File: src/rpac_pkg.sv
/*
  rpac_pkg: register map, field positions, reset values, timing counts and
  shared types of the rtc power and alarm control block.
  assumes a 25 MHz core clock and a 32.768 kHz crystal level sampled by it.
*/
package rpac_pkg;

  // ************************************************
  // register map (8-bit registers, 5-bit address)
  // ************************************************
  localparam logic [4:0] ADR_DOW = 5'h06;
  localparam logic [4:0] ADR_STAT = 5'h07;
  localparam logic [4:0] ADR_CTRL = 5'h08;
  localparam logic [4:0] ADR_ATR = 5'h0a;
  localparam logic [4:0] ADR_DTR = 5'h0b;
  localparam logic [4:0] ADR_ALM0 = 5'h0c;
  localparam logic [4:0] ADR_ALM5 = 5'h11;
  localparam logic [6:0] TARGET_ID = 7'h6f;

  // status register bit positions
  localparam int ST_ACLR = 7;
  localparam int ST_SEAL = 5;
  localparam int ST_WREN = 4;
  localparam int ST_ALM = 2;
  localparam int ST_BAT = 1;
  localparam int ST_FAIL = 0;

  // reset values
  localparam logic [7:0] CTRL_RST = 8'h00;
  localparam logic [7:0] ATR_RST = 8'h00;
  localparam logic [7:0] DTR_RST = 8'h80;
  localparam logic [7:0] TIME_RST = 8'h00;
  localparam logic [7:0] ALM_RST = 8'h00;

  // alarm compare masks, sec/min/hour/date/month/dow from low byte up
  localparam logic [47:0] AL_MASK = 48'h07_1f_3f_3f_7f_7f;

  // ************************************************
  // timing
  // ************************************************
  localparam int XTAL_HZ = 32768;
  localparam int PULSE_MS = 210;
  localparam int PULSE_TICKS = PULSE_MS * XTAL_HZ / 1000;
  localparam int PULSE_W = 13;
  localparam logic signed [9:0] TRIM_STEP = 10'sd3;
  localparam logic signed [9:0] TRIM_OFS = 10'sd63;
  localparam logic signed [9:0] TICK_PPM = 10'sd31;

  // ************************************************
  // types
  // ************************************************
  // comparator outputs: main vs backup +-50mV, main vs trip (+30mV on rise)
  typedef struct packed {
    logic main_gt_bat;
    logic main_lt_bat;
    logic main_lt_trip;
    logic main_gt_trip;
  } rpac_cmp_t;

  typedef struct packed {
    logic alarm_pulse_select;
    logic alarm_enable_bit;
    logic low_power_switch_select;
    logic backup_output_disable;
    logic second_interrupt_pin_en;
    logic pin1_function_select;
    logic [1:0] freq_out_select;
  } rpac_ctrl_t;

  typedef struct packed {
    logic [7:0] sec;
    logic [7:0] min;
    logic [7:0] hour;
    logic [7:0] date;
    logic [7:0] month;
    logic [7:0] year;
    logic [7:0] dow;
  } rpac_time_t;

  typedef enum logic [2:0] {
    PWR_SEALED = 3'b001,
    PWR_MAIN = 3'b010,
    PWR_BACKUP = 3'b100
  } rpac_pwr_t;

endpackage : rpac_pkg

File: src/rpac_cal.sv
/*
  rpac_cal: bcd calendar counters with leap years, short months and
  12/24 hour format. assumes tick is a one-cycle 1 Hz enable and that
  wr is already qualified by the write-enable bit.
*/
module rpac_cal import rpac_pkg::*; (
  input wire logic clk,
  input wire logic rst,
  input wire logic tick,
  input wire logic wr,
  input wire logic [2:0] idx,
  input wire logic [7:0] wdata,
  output rpac_time_t now_q
);

  // ************************************************
  // helpers
  // ************************************************
  function automatic logic [7:0] bcd_next(input logic [7:0] v, input logic [7:0] last,
                                          input logic [7:0] first);
    if (v == last) bcd_next = first;
    else if (v[3:0] == 4'h9) bcd_next = {v[7:4] + 4'h1, 4'h0};
    else bcd_next = v + 8'h01;
  endfunction : bcd_next

  // years 00..99 map to 2000..2099, so every fourth year is a leap year
  function automatic logic [7:0] month_end(input logic [7:0] mo, input logic [7:0] yr);
    logic leap;
    leap = yr[4] ? (yr[3:0] == 4'h2 || yr[3:0] == 4'h6)
                 : (yr[3:0] == 4'h0 || yr[3:0] == 4'h4 || yr[3:0] == 4'h8);
    case (mo)
      8'h02: month_end = leap ? 8'h29 : 8'h28;
      8'h04, 8'h06, 8'h09, 8'h11: month_end = 8'h30;
      default: month_end = 8'h31;
    endcase
  endfunction : month_end

  // ************************************************
  // carries
  // ************************************************
  logic [7:0] h24, h12, hr_d;
  logic sec_w, min_w, hr_w, dt_w, mo_w, day_roll;

  // bit7 picks 24 hour format, bit5 is pm in 12 hour format
  always_comb begin
    h24 = bcd_next({2'b00, now_q.hour[5:0]}, 8'h23, 8'h00);
    h12 = bcd_next({3'b000, now_q.hour[4:0]}, 8'h12, 8'h01);
    if (now_q.hour[7]) begin
      hr_d = {2'b10, h24[5:0]};
      day_roll = (now_q.hour[5:0] == 6'h23);
    end else begin
      hr_d = {2'b00, now_q.hour[5] ^ (now_q.hour[4:0] == 5'h11), h12[4:0]};
      day_roll = now_q.hour[5] && (now_q.hour[4:0] == 5'h11);
    end
  end

  assign sec_w = (now_q.sec == 8'h59);
  assign min_w = sec_w && (now_q.min == 8'h59);
  assign hr_w = min_w && day_roll;
  assign dt_w = hr_w && (now_q.date == month_end(now_q.month, now_q.year));
  assign mo_w = dt_w && (now_q.month == 8'h12);

  // a software write takes priority over the count in the same cycle
  always_ff @(posedge clk or posedge rst) begin
    if (rst) begin
      now_q <= {7{TIME_RST}};
    end else if (wr) begin
      case (idx)
        3'h0: now_q.sec <= wdata & 8'h7f;
        3'h1: now_q.min <= wdata & 8'h7f;
        3'h2: now_q.hour <= wdata & 8'hbf;
        3'h3: now_q.date <= wdata & 8'h3f;
        3'h4: now_q.month <= wdata & 8'h1f;
        3'h5: now_q.year <= wdata;
        default: now_q.dow <= wdata & 8'h07;
      endcase
    end else if (tick) begin
      now_q.sec <= bcd_next(now_q.sec, 8'h59, 8'h00);
      if (sec_w) now_q.min <= bcd_next(now_q.min, 8'h59, 8'h00);
      if (min_w) now_q.hour <= hr_d;
      if (hr_w) begin
        now_q.date <= bcd_next(now_q.date, month_end(now_q.month, now_q.year), 8'h01);
        now_q.dow <= bcd_next(now_q.dow, 8'h06, 8'h00);
      end
      if (dt_w) now_q.month <= bcd_next(now_q.month, 8'h12, 8'h01);
      if (mo_w) now_q.year <= bcd_next(now_q.year, 8'h99, 8'h00);
    end
  end

endmodule : rpac_cal

File: src/rpac_top.sv
/*
  rpac_top: supply selection with battery seal, clock start gate and
  failure flag, digital trim, alarm in single and pulsed modes, frequency
  output and the register port. assumes comparator levels and the crystal
  level arrive asynchronously; register port strobes are on CORE_CLK.
*/
module rpac_top import rpac_pkg::*; #(
  parameter int PULSE_LEN = PULSE_TICKS
) (
  input wire logic CORE_CLK,
  input wire logic RST,
  input wire logic XTAL_IN,
  input rpac_cmp_t CMP_IN,
  input wire logic [6:0] REG_TGT,
  input wire logic [4:0] REG_ADDR,
  input wire logic [7:0] REG_WDATA,
  input wire logic REG_WR,
  input wire logic REG_RD,
  output logic [7:0] REG_RDATA,
  output logic IRQ1_O,
  output logic IRQ1_OE,
  output logic SECOND_INTERRUPT_PIN_O,
  output logic SECOND_INTERRUPT_PIN_OE,
  output logic BAT_SWITCH,
  output logic SERIAL_EN,
  output logic [7:0] ANALOG_TRIM
);

  // ************************************************
  // input synchronisers
  // ************************************************
  logic [4:0] raw_in, meta_q, sync_q;
  logic xtal_prev_q, xtick;
  rpac_cmp_t cmp;

  assign raw_in = {XTAL_IN, CMP_IN};

  // two flops per pin; only the second is ever looked at
  genvar gi;
  generate
    for (gi = 0; gi < 5; gi++) begin : g_sync
      always_ff @(posedge CORE_CLK or posedge RST) begin
        if (RST) begin
          meta_q[gi] <= 1'b0;
          sync_q[gi] <= 1'b0;
        end else begin
          meta_q[gi] <= raw_in[gi];
          sync_q[gi] <= meta_q[gi];
        end
      end
    end
  endgenerate

  assign cmp = rpac_cmp_t'(sync_q[3:0]);

  // crystal rising edge gives the 32.768 kHz enable
  always_ff @(posedge CORE_CLK or posedge RST) begin
    if (RST) xtal_prev_q <= 1'b0;
    else xtal_prev_q <= sync_q[4];
  end
  assign xtick = sync_q[4] & ~xtal_prev_q;

  // ************************************************
  // register state and decode
  // ************************************************
  rpac_ctrl_t ctrl_q;
  rpac_pwr_t pwr_q;
  rpac_time_t now;
  logic [7:0] atr_q, dtr_q, rd_mux;
  logic [7:0] alarm_q [6];
  logic aclr_q, seal_q, wren_q, alm_q, fail_q, run_q;
  logic hit, wr_ok, rd_ok, t_wr, stat_wr, stat_rd, out_off;
  logic [2:0] al_idx;

  function automatic logic is_time(input logic [4:0] a);
    is_time = (a <= ADR_DOW);
  endfunction : is_time

  function automatic logic is_alarm(input logic [4:0] a);
    is_alarm = (a >= ADR_ALM0) && (a <= ADR_ALM5);
  endfunction : is_alarm

  // the port is dead off main supply, so nothing is taken there
  assign hit = (REG_TGT == TARGET_ID) && (pwr_q == PWR_MAIN);
  assign wr_ok = REG_WR & hit;
  assign rd_ok = REG_RD & hit;
  assign t_wr = wr_ok & is_time(REG_ADDR) & wren_q;
  assign stat_wr = wr_ok & (REG_ADDR == ADR_STAT);
  assign stat_rd = rd_ok & (REG_ADDR == ADR_STAT);
  assign al_idx = 3'(REG_ADDR - ADR_ALM0);
  assign out_off = (pwr_q == PWR_BACKUP) & ctrl_q.backup_output_disable;

  // plain control and trim registers
  always_ff @(posedge CORE_CLK or posedge RST) begin
    if (RST) begin
      ctrl_q <= rpac_ctrl_t'(CTRL_RST);
      atr_q <= ATR_RST;
      dtr_q <= DTR_RST;
      aclr_q <= 1'b0;
      wren_q <= 1'b0;
    end else if (wr_ok) begin
      if (REG_ADDR == ADR_CTRL) ctrl_q <= rpac_ctrl_t'(REG_WDATA);
      if (REG_ADDR == ADR_ATR) atr_q <= REG_WDATA;
      if (REG_ADDR == ADR_DTR) dtr_q <= REG_WDATA;
      if (stat_wr) begin
        aclr_q <= REG_WDATA[ST_ACLR];
        wren_q <= REG_WDATA[ST_WREN];
      end
    end
  end

  // alarm compare registers; other unused addresses simply drop writes
  always_ff @(posedge CORE_CLK or posedge RST) begin
    if (RST) begin
      for (int i = 0; i < 6; i++) alarm_q[i] <= ALM_RST;
    end else if (wr_ok && is_alarm(REG_ADDR)) begin
      alarm_q[al_idx] <= REG_WDATA;
    end
  end

  // ************************************************
  // supply selection and battery seal
  // ************************************************
  logic go_main, go_bat;

  assign go_main = cmp.main_gt_bat | cmp.main_gt_trip;
  // low power mode drops the trip check, leaving the battery compare alone to decide
  assign go_bat = cmp.main_lt_bat & (ctrl_q.low_power_switch_select | cmp.main_lt_trip);

  always_ff @(posedge CORE_CLK or posedge RST) begin
    if (RST) begin
      pwr_q <= PWR_SEALED;
    end else begin
      case (pwr_q)
        PWR_SEALED: if (go_main) pwr_q <= PWR_MAIN;
        PWR_MAIN: if (go_bat) pwr_q <= seal_q ? PWR_SEALED : PWR_BACKUP;
        PWR_BACKUP: if (go_main) pwr_q <= PWR_MAIN;
        default: pwr_q <= PWR_SEALED;
      endcase
    end
  end

  // seal is spent on first main power; a re-arm in that cycle still wins
  always_ff @(posedge CORE_CLK or posedge RST) begin
    if (RST) seal_q <= 1'b1;
    else if (stat_wr && REG_WDATA[ST_SEAL]) seal_q <= 1'b1;
    else if (pwr_q == PWR_SEALED && go_main) seal_q <= 1'b0;
  end

  // reset stands for the loss of both supplies
  always_ff @(posedge CORE_CLK or posedge RST) begin
    if (RST) begin
      fail_q <= 1'b1;
      run_q <= 1'b0;
    end else if (t_wr) begin
      fail_q <= 1'b0;
      run_q <= 1'b1;
    end
  end

  // ************************************************
  // trimmed one second time base
  // ************************************************
  logic [15:0] presc_q, sec_end;
  logic signed [9:0] acc_q, acc_sum, trim_ppm;
  logic short_q, long_q, sec_tick, tick_dly_q;

  // code 0..63 maps to -63..+126 ppm; one crystal tick is about 31 ppm
  assign trim_ppm = $signed({4'h0, dtr_q[5:0]}) * TRIM_STEP - TRIM_OFS;
  assign acc_sum = acc_q + trim_ppm;
  assign sec_end = 16'(XTAL_HZ - 1) - {15'h0, short_q} + {15'h0, long_q};
  // keeps counting on backup; only a frozen clock stops it
  assign sec_tick = run_q & xtick & (presc_q == sec_end);

  always_ff @(posedge CORE_CLK or posedge RST) begin
    if (RST) begin
      presc_q <= 16'h0000;
    end else if (sec_tick) begin
      presc_q <= 16'h0000;
    end else if (run_q && xtick) begin
      presc_q <= presc_q + 16'h0001;
    end
  end

  // positive error shortens a second by one tick, negative stretches it
  always_ff @(posedge CORE_CLK or posedge RST) begin
    if (RST) begin
      acc_q <= 10'sd0;
      short_q <= 1'b0;
      long_q <= 1'b0;
    end else if (sec_tick) begin
      short_q <= (acc_sum >= TICK_PPM);
      long_q <= (acc_sum <= -TICK_PPM);
      if (acc_sum >= TICK_PPM) acc_q <= acc_sum - TICK_PPM;
      else if (acc_sum <= -TICK_PPM) acc_q <= acc_sum + TICK_PPM;
      else acc_q <= acc_sum;
    end
  end

  always_ff @(posedge CORE_CLK or posedge RST) begin
    if (RST) tick_dly_q <= 1'b0;
    else tick_dly_q <= sec_tick;
  end

  rpac_cal u_cal (
    .clk(CORE_CLK),
    .rst(RST),
    .tick(sec_tick),
    .wr(t_wr),
    .idx(REG_ADDR[2:0]),
    .wdata(REG_WDATA),
    .now_q(now)
  );

  // ************************************************
  // alarm
  // ************************************************
  logic [7:0] tbyte [6];
  logic a_match, a_any, match_prev_q, alarm_on, alarm_hit, irq_act;
  logic [PULSE_W-1:0] pulse_q;

  assign tbyte[0] = now.sec;
  assign tbyte[1] = now.min;
  assign tbyte[2] = now.hour;
  assign tbyte[3] = now.date;
  assign tbyte[4] = now.month;
  assign tbyte[5] = now.dow;

  // every enabled field must agree; bit7 of each alarm byte enables it
  always_comb begin
    a_match = 1'b1;
    a_any = 1'b0;
    for (int i = 0; i < 6; i++) begin
      if (alarm_q[i][7] && ((alarm_q[i] & AL_MASK[i*8 +: 8]) != (tbyte[i] & AL_MASK[i*8 +: 8])))
        a_match = 1'b0;
      a_any = a_any | alarm_q[i][7];
    end
  end

  // pin 1 in clock mode means the alarm is off
  assign alarm_on = ctrl_q.alarm_enable_bit & ctrl_q.pin1_function_select & ~out_off;
  // only a fresh match counts, so a coarse alarm fires once per period
  assign alarm_hit = tick_dly_q & alarm_on & a_any & a_match & ~match_prev_q;

  always_ff @(posedge CORE_CLK or posedge RST) begin
    if (RST) match_prev_q <= 1'b0;
    else if (tick_dly_q) match_prev_q <= a_any & a_match;
  end

  // a new match beats a clear in the same cycle
  always_ff @(posedge CORE_CLK or posedge RST) begin
    if (RST) alm_q <= 1'b0;
    else if (alarm_hit) alm_q <= 1'b1;
    else if (stat_wr && !REG_WDATA[ST_ALM]) alm_q <= 1'b0;
    else if (stat_rd && aclr_q) alm_q <= 1'b0;
  end

  // counted in crystal ticks so bus traffic cannot stretch it
  always_ff @(posedge CORE_CLK or posedge RST) begin
    if (RST) pulse_q <= '0;
    else if (alarm_hit && ctrl_q.alarm_pulse_select) pulse_q <= PULSE_W'(PULSE_LEN);
    else if (xtick && pulse_q != '0) pulse_q <= pulse_q - 1'b1;
  end

  assign irq_act = ~out_off & (ctrl_q.alarm_pulse_select ? (pulse_q != '0) : alm_q);

  // ************************************************
  // frequency output and pins
  // ************************************************
  logic [4:0] fdiv_q;
  logic fout_lvl;

  always_ff @(posedge CORE_CLK or posedge RST) begin
    if (RST) fdiv_q <= 5'h00;
    else if (xtick) fdiv_q <= fdiv_q + 5'h01;
  end

  // 32768, 8192, 4096 and 1024 Hz
  always_comb begin
    case (ctrl_q.freq_out_select)
      2'h0: fout_lvl = sync_q[4];
      2'h1: fout_lvl = fdiv_q[1];
      2'h2: fout_lvl = fdiv_q[2];
      default: fout_lvl = fdiv_q[4];
    endcase
  end

  // open drain: enable high pulls the pin low
  always_ff @(posedge CORE_CLK or posedge RST) begin
    if (RST) begin
      IRQ1_OE <= 1'b0;
      SECOND_INTERRUPT_PIN_OE <= 1'b0;
      IRQ1_O <= 1'b0;
      SECOND_INTERRUPT_PIN_O <= 1'b0;
    end else begin
      IRQ1_OE <= ctrl_q.pin1_function_select ? irq_act : (~out_off & ~fout_lvl);
      SECOND_INTERRUPT_PIN_OE <= ctrl_q.second_interrupt_pin_en & irq_act;
      IRQ1_O <= 1'b0;
      SECOND_INTERRUPT_PIN_O <= 1'b0;
    end
  end

  always_ff @(posedge CORE_CLK or posedge RST) begin
    if (RST) begin
      BAT_SWITCH <= 1'b0;
      SERIAL_EN <= 1'b0;
      ANALOG_TRIM <= ATR_RST;
    end else begin
      BAT_SWITCH <= (pwr_q == PWR_BACKUP);
      SERIAL_EN <= (pwr_q == PWR_MAIN);
      ANALOG_TRIM <= atr_q;
    end
  end

  // ************************************************
  // read path
  // ************************************************
  always_comb begin
    rd_mux = 8'h00;
    if (is_time(REG_ADDR)) rd_mux = tbyte[0];
    case (REG_ADDR)
      5'h01: rd_mux = now.min;
      5'h02: rd_mux = now.hour;
      5'h03: rd_mux = now.date;
      5'h04: rd_mux = now.month;
      5'h05: rd_mux = now.year;
      ADR_DOW: rd_mux = now.dow;
      ADR_STAT: rd_mux = {aclr_q, 1'b0, seal_q, wren_q, 1'b0, alm_q,
                          pwr_q == PWR_BACKUP, fail_q};
      ADR_CTRL: rd_mux = ctrl_q;
      ADR_ATR: rd_mux = atr_q;
      ADR_DTR: rd_mux = dtr_q;
      default: if (is_alarm(REG_ADDR)) rd_mux = alarm_q[al_idx];
    endcase
  end

  always_ff @(posedge CORE_CLK or posedge RST) begin
    if (RST) REG_RDATA <= 8'h00;
    else REG_RDATA <= rd_ok ? rd_mux : 8'h00;
  end
endmodule : rpac_top

File: config.mk
export PLATFORM = sky130hd
export DESIGN_NAME = rpac_top
export DESIGN_NICKNAME = d
export VERILOG_FILES = /design/src/rpac_pkg.sv /design/src/rpac_cal.sv /design/src/rpac_top.sv
export SDC_FILE = /design/constraint.sdc
export NUM_CORES = 1
export LEC_CHECK = 0
export ABC_AREA = 1
export ABC_CLOCK_PERIOD_IN_PS = 6300
export BUFFER_PORTS_ARGS = -buffer_cell sky130_fd_sc_hd__clkbuf_2
export CAP_MARGIN = 5
export CORE_AREA = 2 2 150 152
export DETAILED_ROUTE_END_ITERATION = 12
export DIE_AREA = 0 0 152 154
export GPL_TIMING_DRIVEN = 0
export PLACE_DENSITY = 0.76
export SLEW_MARGIN = 20
export SYNTH_ARGS = -nofsm -noshare
export SYNTH_HDL_FRONTEND = slang
export SYNTH_HIERARCHICAL = 1
export SYNTH_SLANG_ARGS = --single-unit
File: constraint.sdc
create_clock -name CORE_CLK -period 6.3 [get_ports CORE_CLK]
set_input_delay 0.945 -clock CORE_CLK [delete_from_list [all_inputs] [get_ports CORE_CLK]]
set_output_delay 0.945 -clock CORE_CLK [all_outputs]
set_load 0.005 [all_outputs]
==> summary.md <==
| Metric | Value |
|---|---|
| CTS H-tree lvls | 1 |
| Most frequent cells in the layout | 455 x nand2_1, 220 x inv_1, 211 x dfrtp_1 |
| Clk slew on worst S/H paths | 0.06 ns |
| Number of global-route vias before repair | 11824 |
| Root Driver | clkbuf_16 |
| Ys Warns | 6 |
| Crit-path max FO | 10 |
| First-pass GRT wire length | 62.13 mm |
| Unrepaired setup endpoints after global routing | no |
| FF-to-FF path depth | 12 |
| Largest net degree at the start of global routing | 109 |
| Met2 usage | 54.31% |
| Commonest non-fill, non-tap cell in the layout | nand2_1 |
| Max Cap Viol | 0 |
| Status | completed |
| Worst Path Arrival | 4.45 ns |
| Initial antenna violation count | 0 |
| Via/cell ratio | 5.877 |
| Syn Area/Cell | 7.604 um^2 |
| CTS Buf Count | 24 |
| Layout fillers | 1808 |
| Via count | 12636 |
| GR Layer Usage met1 | 44.45% |
| Minimum clock period | 3.995 ns |
| Hold-fix buffers, CTS | 0 |
| Final Setup Violations | 0 |
| DIE WIDTH | 152 um |
| Die ar. | 23410 um^2 |
| Layout area overhead | 11.03% |
| Share of layout cells above drive strength 1 | 9.412% |
| Post-Place Cell Area | 14140 um^2 |
| Post_cts resized | 0 |
| Fmax | 250.3 MHz |
| Ys async rst share | 100.0% |
| # nets final | 1931 |
| Leak Pwr | 7.732 nW |
| GR Layer Usage met3 | 4.200% |
| Design Power | 3.153 mW |
| Post-synth EDFFs | 0 |
| # IOs | 51 |
| Dpl hpwl | 28.69 mm |
| Crit share post-route | 63.41% |
| Synth Register Bits | 215 |
| Worst hold path depth | 0 |
| Critical path class | in2reg |
| Pwr/cell area | 210.3 nW/um^2 |
| Primary FF master, synth | dfrtp_1 |
| Overflow after GRT | 0 |
| Drt first pass iters | 5 |
| Worst slew pin tran | 0.7389 ns |
| DRC violations left | 0 |
| Setup repair bufs after CTS | 0 |
| Worst vdd ir | 0.0002630 V |
| Clock Skew | 0.01218 ns |
| Port Buffer Count | 48 |
| Core Area | 21690 um^2 |
| Worst Hold Class | reg2reg |
| 1st-iter DRT viols | 1173 |
| Critical Path Source Type | primary input |
| Row Count | 54 |
| Starting utilization of the core area | 62.27% |
| Height of the die | 154 um |
| Clk_lat worst skew | 0.52 ns |
| Routability congestion estimate | 0.9712 |
| Design area | 15000 um^2 |
| CTS Buffer Depth | 3 |
| Mapped Cells | 1776 |
| DR WL/cell | 17.97 um |
| Distinct cells, synth | 63 |
| GRT busiest layer | met2 |
| ANT nets after route | 0 |
| Global-route usage over all layers | 32.80% |
| Worst slack, placed | 1.900 ns |
| Post-Route WL | 38.63 mm |
| Setup TNS | 0 ns |
| Sequential area share after synthesis | 39.87% |
| Endpoint type of the worst setup path | register |
| Worst path required time | 6.76 ns |
| WHS | 0.3467 ns |
| CTS tree | built |
| Final Hold Viols | 0 |
| ANT cells | 0 |
| Final setup margin | 2.305 ns |
| Synthesized cell area | 13510 um^2 |
| Slew Limit Fails | 0 |
| Sink Count | 215 |
| Normalized max-slew margin | 50.74% |
-- worst max-delay path: stages --
cell and delay (ns):
clkbuf_2 0.13, clkbuf_1 0.20, nand2_1 0.32, nor2_1 0.10, inv_1 0.09, nand2_1 0.11, nor3_1 0.60, buf_4 0.30
buf_2 0.32, clkbuf_1 0.52, nand2_1 0.42, o21ai_0 0.18, nand4_1 0.12, nand2_1 0.10
-- layer usage --
| metal | vias up | wire length (um) |
|---|---|---|
| li1 | 6057 | - |
| met1 | 5956 | 16140 |
| met2 | 510 | 18150 |
| met3 | 113 | 2702 |
| met4 | 0 | 1637 |
| met5 | - | 0 |
-- sequential cells by signal, indices dropped and copies added (netlist names), 10 cells and up --
name / flops
acc_q: 10
alarm_q: 48
presc_q: 16
pulse_q: 13
u_cal/now_q: 55
-- cell usage after synthesis (18+ instances only) --
library cell	number	area [um^2]
dfrtp_1	211	5280
inv_1	222	833.3
a21oi_1	55	275.3
o21ai_0	147	735.7
a221oi_1	23	201.4
nand2_1	455	1708
xnor2_1	26	227.7
ha_1	48	600.6
nor2_1	132	495.5
nand3_1	108	540.5
xor2_1	55	481.7
clkbuf_1	18	67.56
nand4_1	46	287.8
nor3_1	29	145.1
o22ai_1	20	125.1
-- worst paths after layout --
path                            slack, ns            startpoint                    endpoint
worst max-delay path                 2.31           REG_ADDR[1]  u_cal/now_q[8]$_DFFE_PP0P_
worst min-delay path                 0.35   meta_q[0]$_DFF_PP0_            cmp[0]$_DFF_PP0_
worst max register to register       2.39  pwr_q[2]$_DFFE_PP0P_  u_cal/now_q[8]$_DFFE_PP0P_
worst min register to register       0.35   meta_q[0]$_DFF_PP0_            cmp[0]$_DFF_PP0_
max in group asynchronous            4.98                   RST      REG_RDATA[0]$_DFF_PP0_
min in group asynchronous            0.48                   RST         meta_q[1]$_DFF_PP0_
-- where the power goes --
part           total [mW]  switching (mW)  internal [mW]  leakage (nW)
registers            1.44          0.0257           1.42          2.86
clock network        1.52           0.576          0.944         0.420
logic               0.190           0.132         0.0585          4.45
-- per-stage QoR --
step | std cells | util [%]
2_1_floorplan | 1777 | -
3_3_place_gp | 2105 | 65.01
3_5_place_dp | 2106 | 65.18
4_1_cts | 2150 | 69.14
5_1_grt | 2150 | 69.14
6_report | 2150 | 69.14
-- cells by family after synthesis --
kind of cell | Yosys count | share of synthesized area [%]
compound gates | 323 | 14.72
fa+ha+maj | 50 | 4.743
flops | 215 | 39.87
buf+inv | 273 | 8.032
simple gates | 832 | 27.32
other cells | 2 | 0.05561
xor+xnor | 81 | 5.253
-- final cells by class --
class                           instances  area, um^2  area share, %
Buffer                                 35       186.4          1.243
Sequential cell                       215        5385          35.91
Clock buffer                           31       658.1          4.389
Multi-Input combinational cell       1289        7039          46.94
Clock inverter                         13       200.2          1.335
Timing Repair Buffer                   49       267.8          1.786
Inverter                              238       908.4          6.058
Tap cell                              280       350.3          2.336
(Power assumes the default switching activity.)
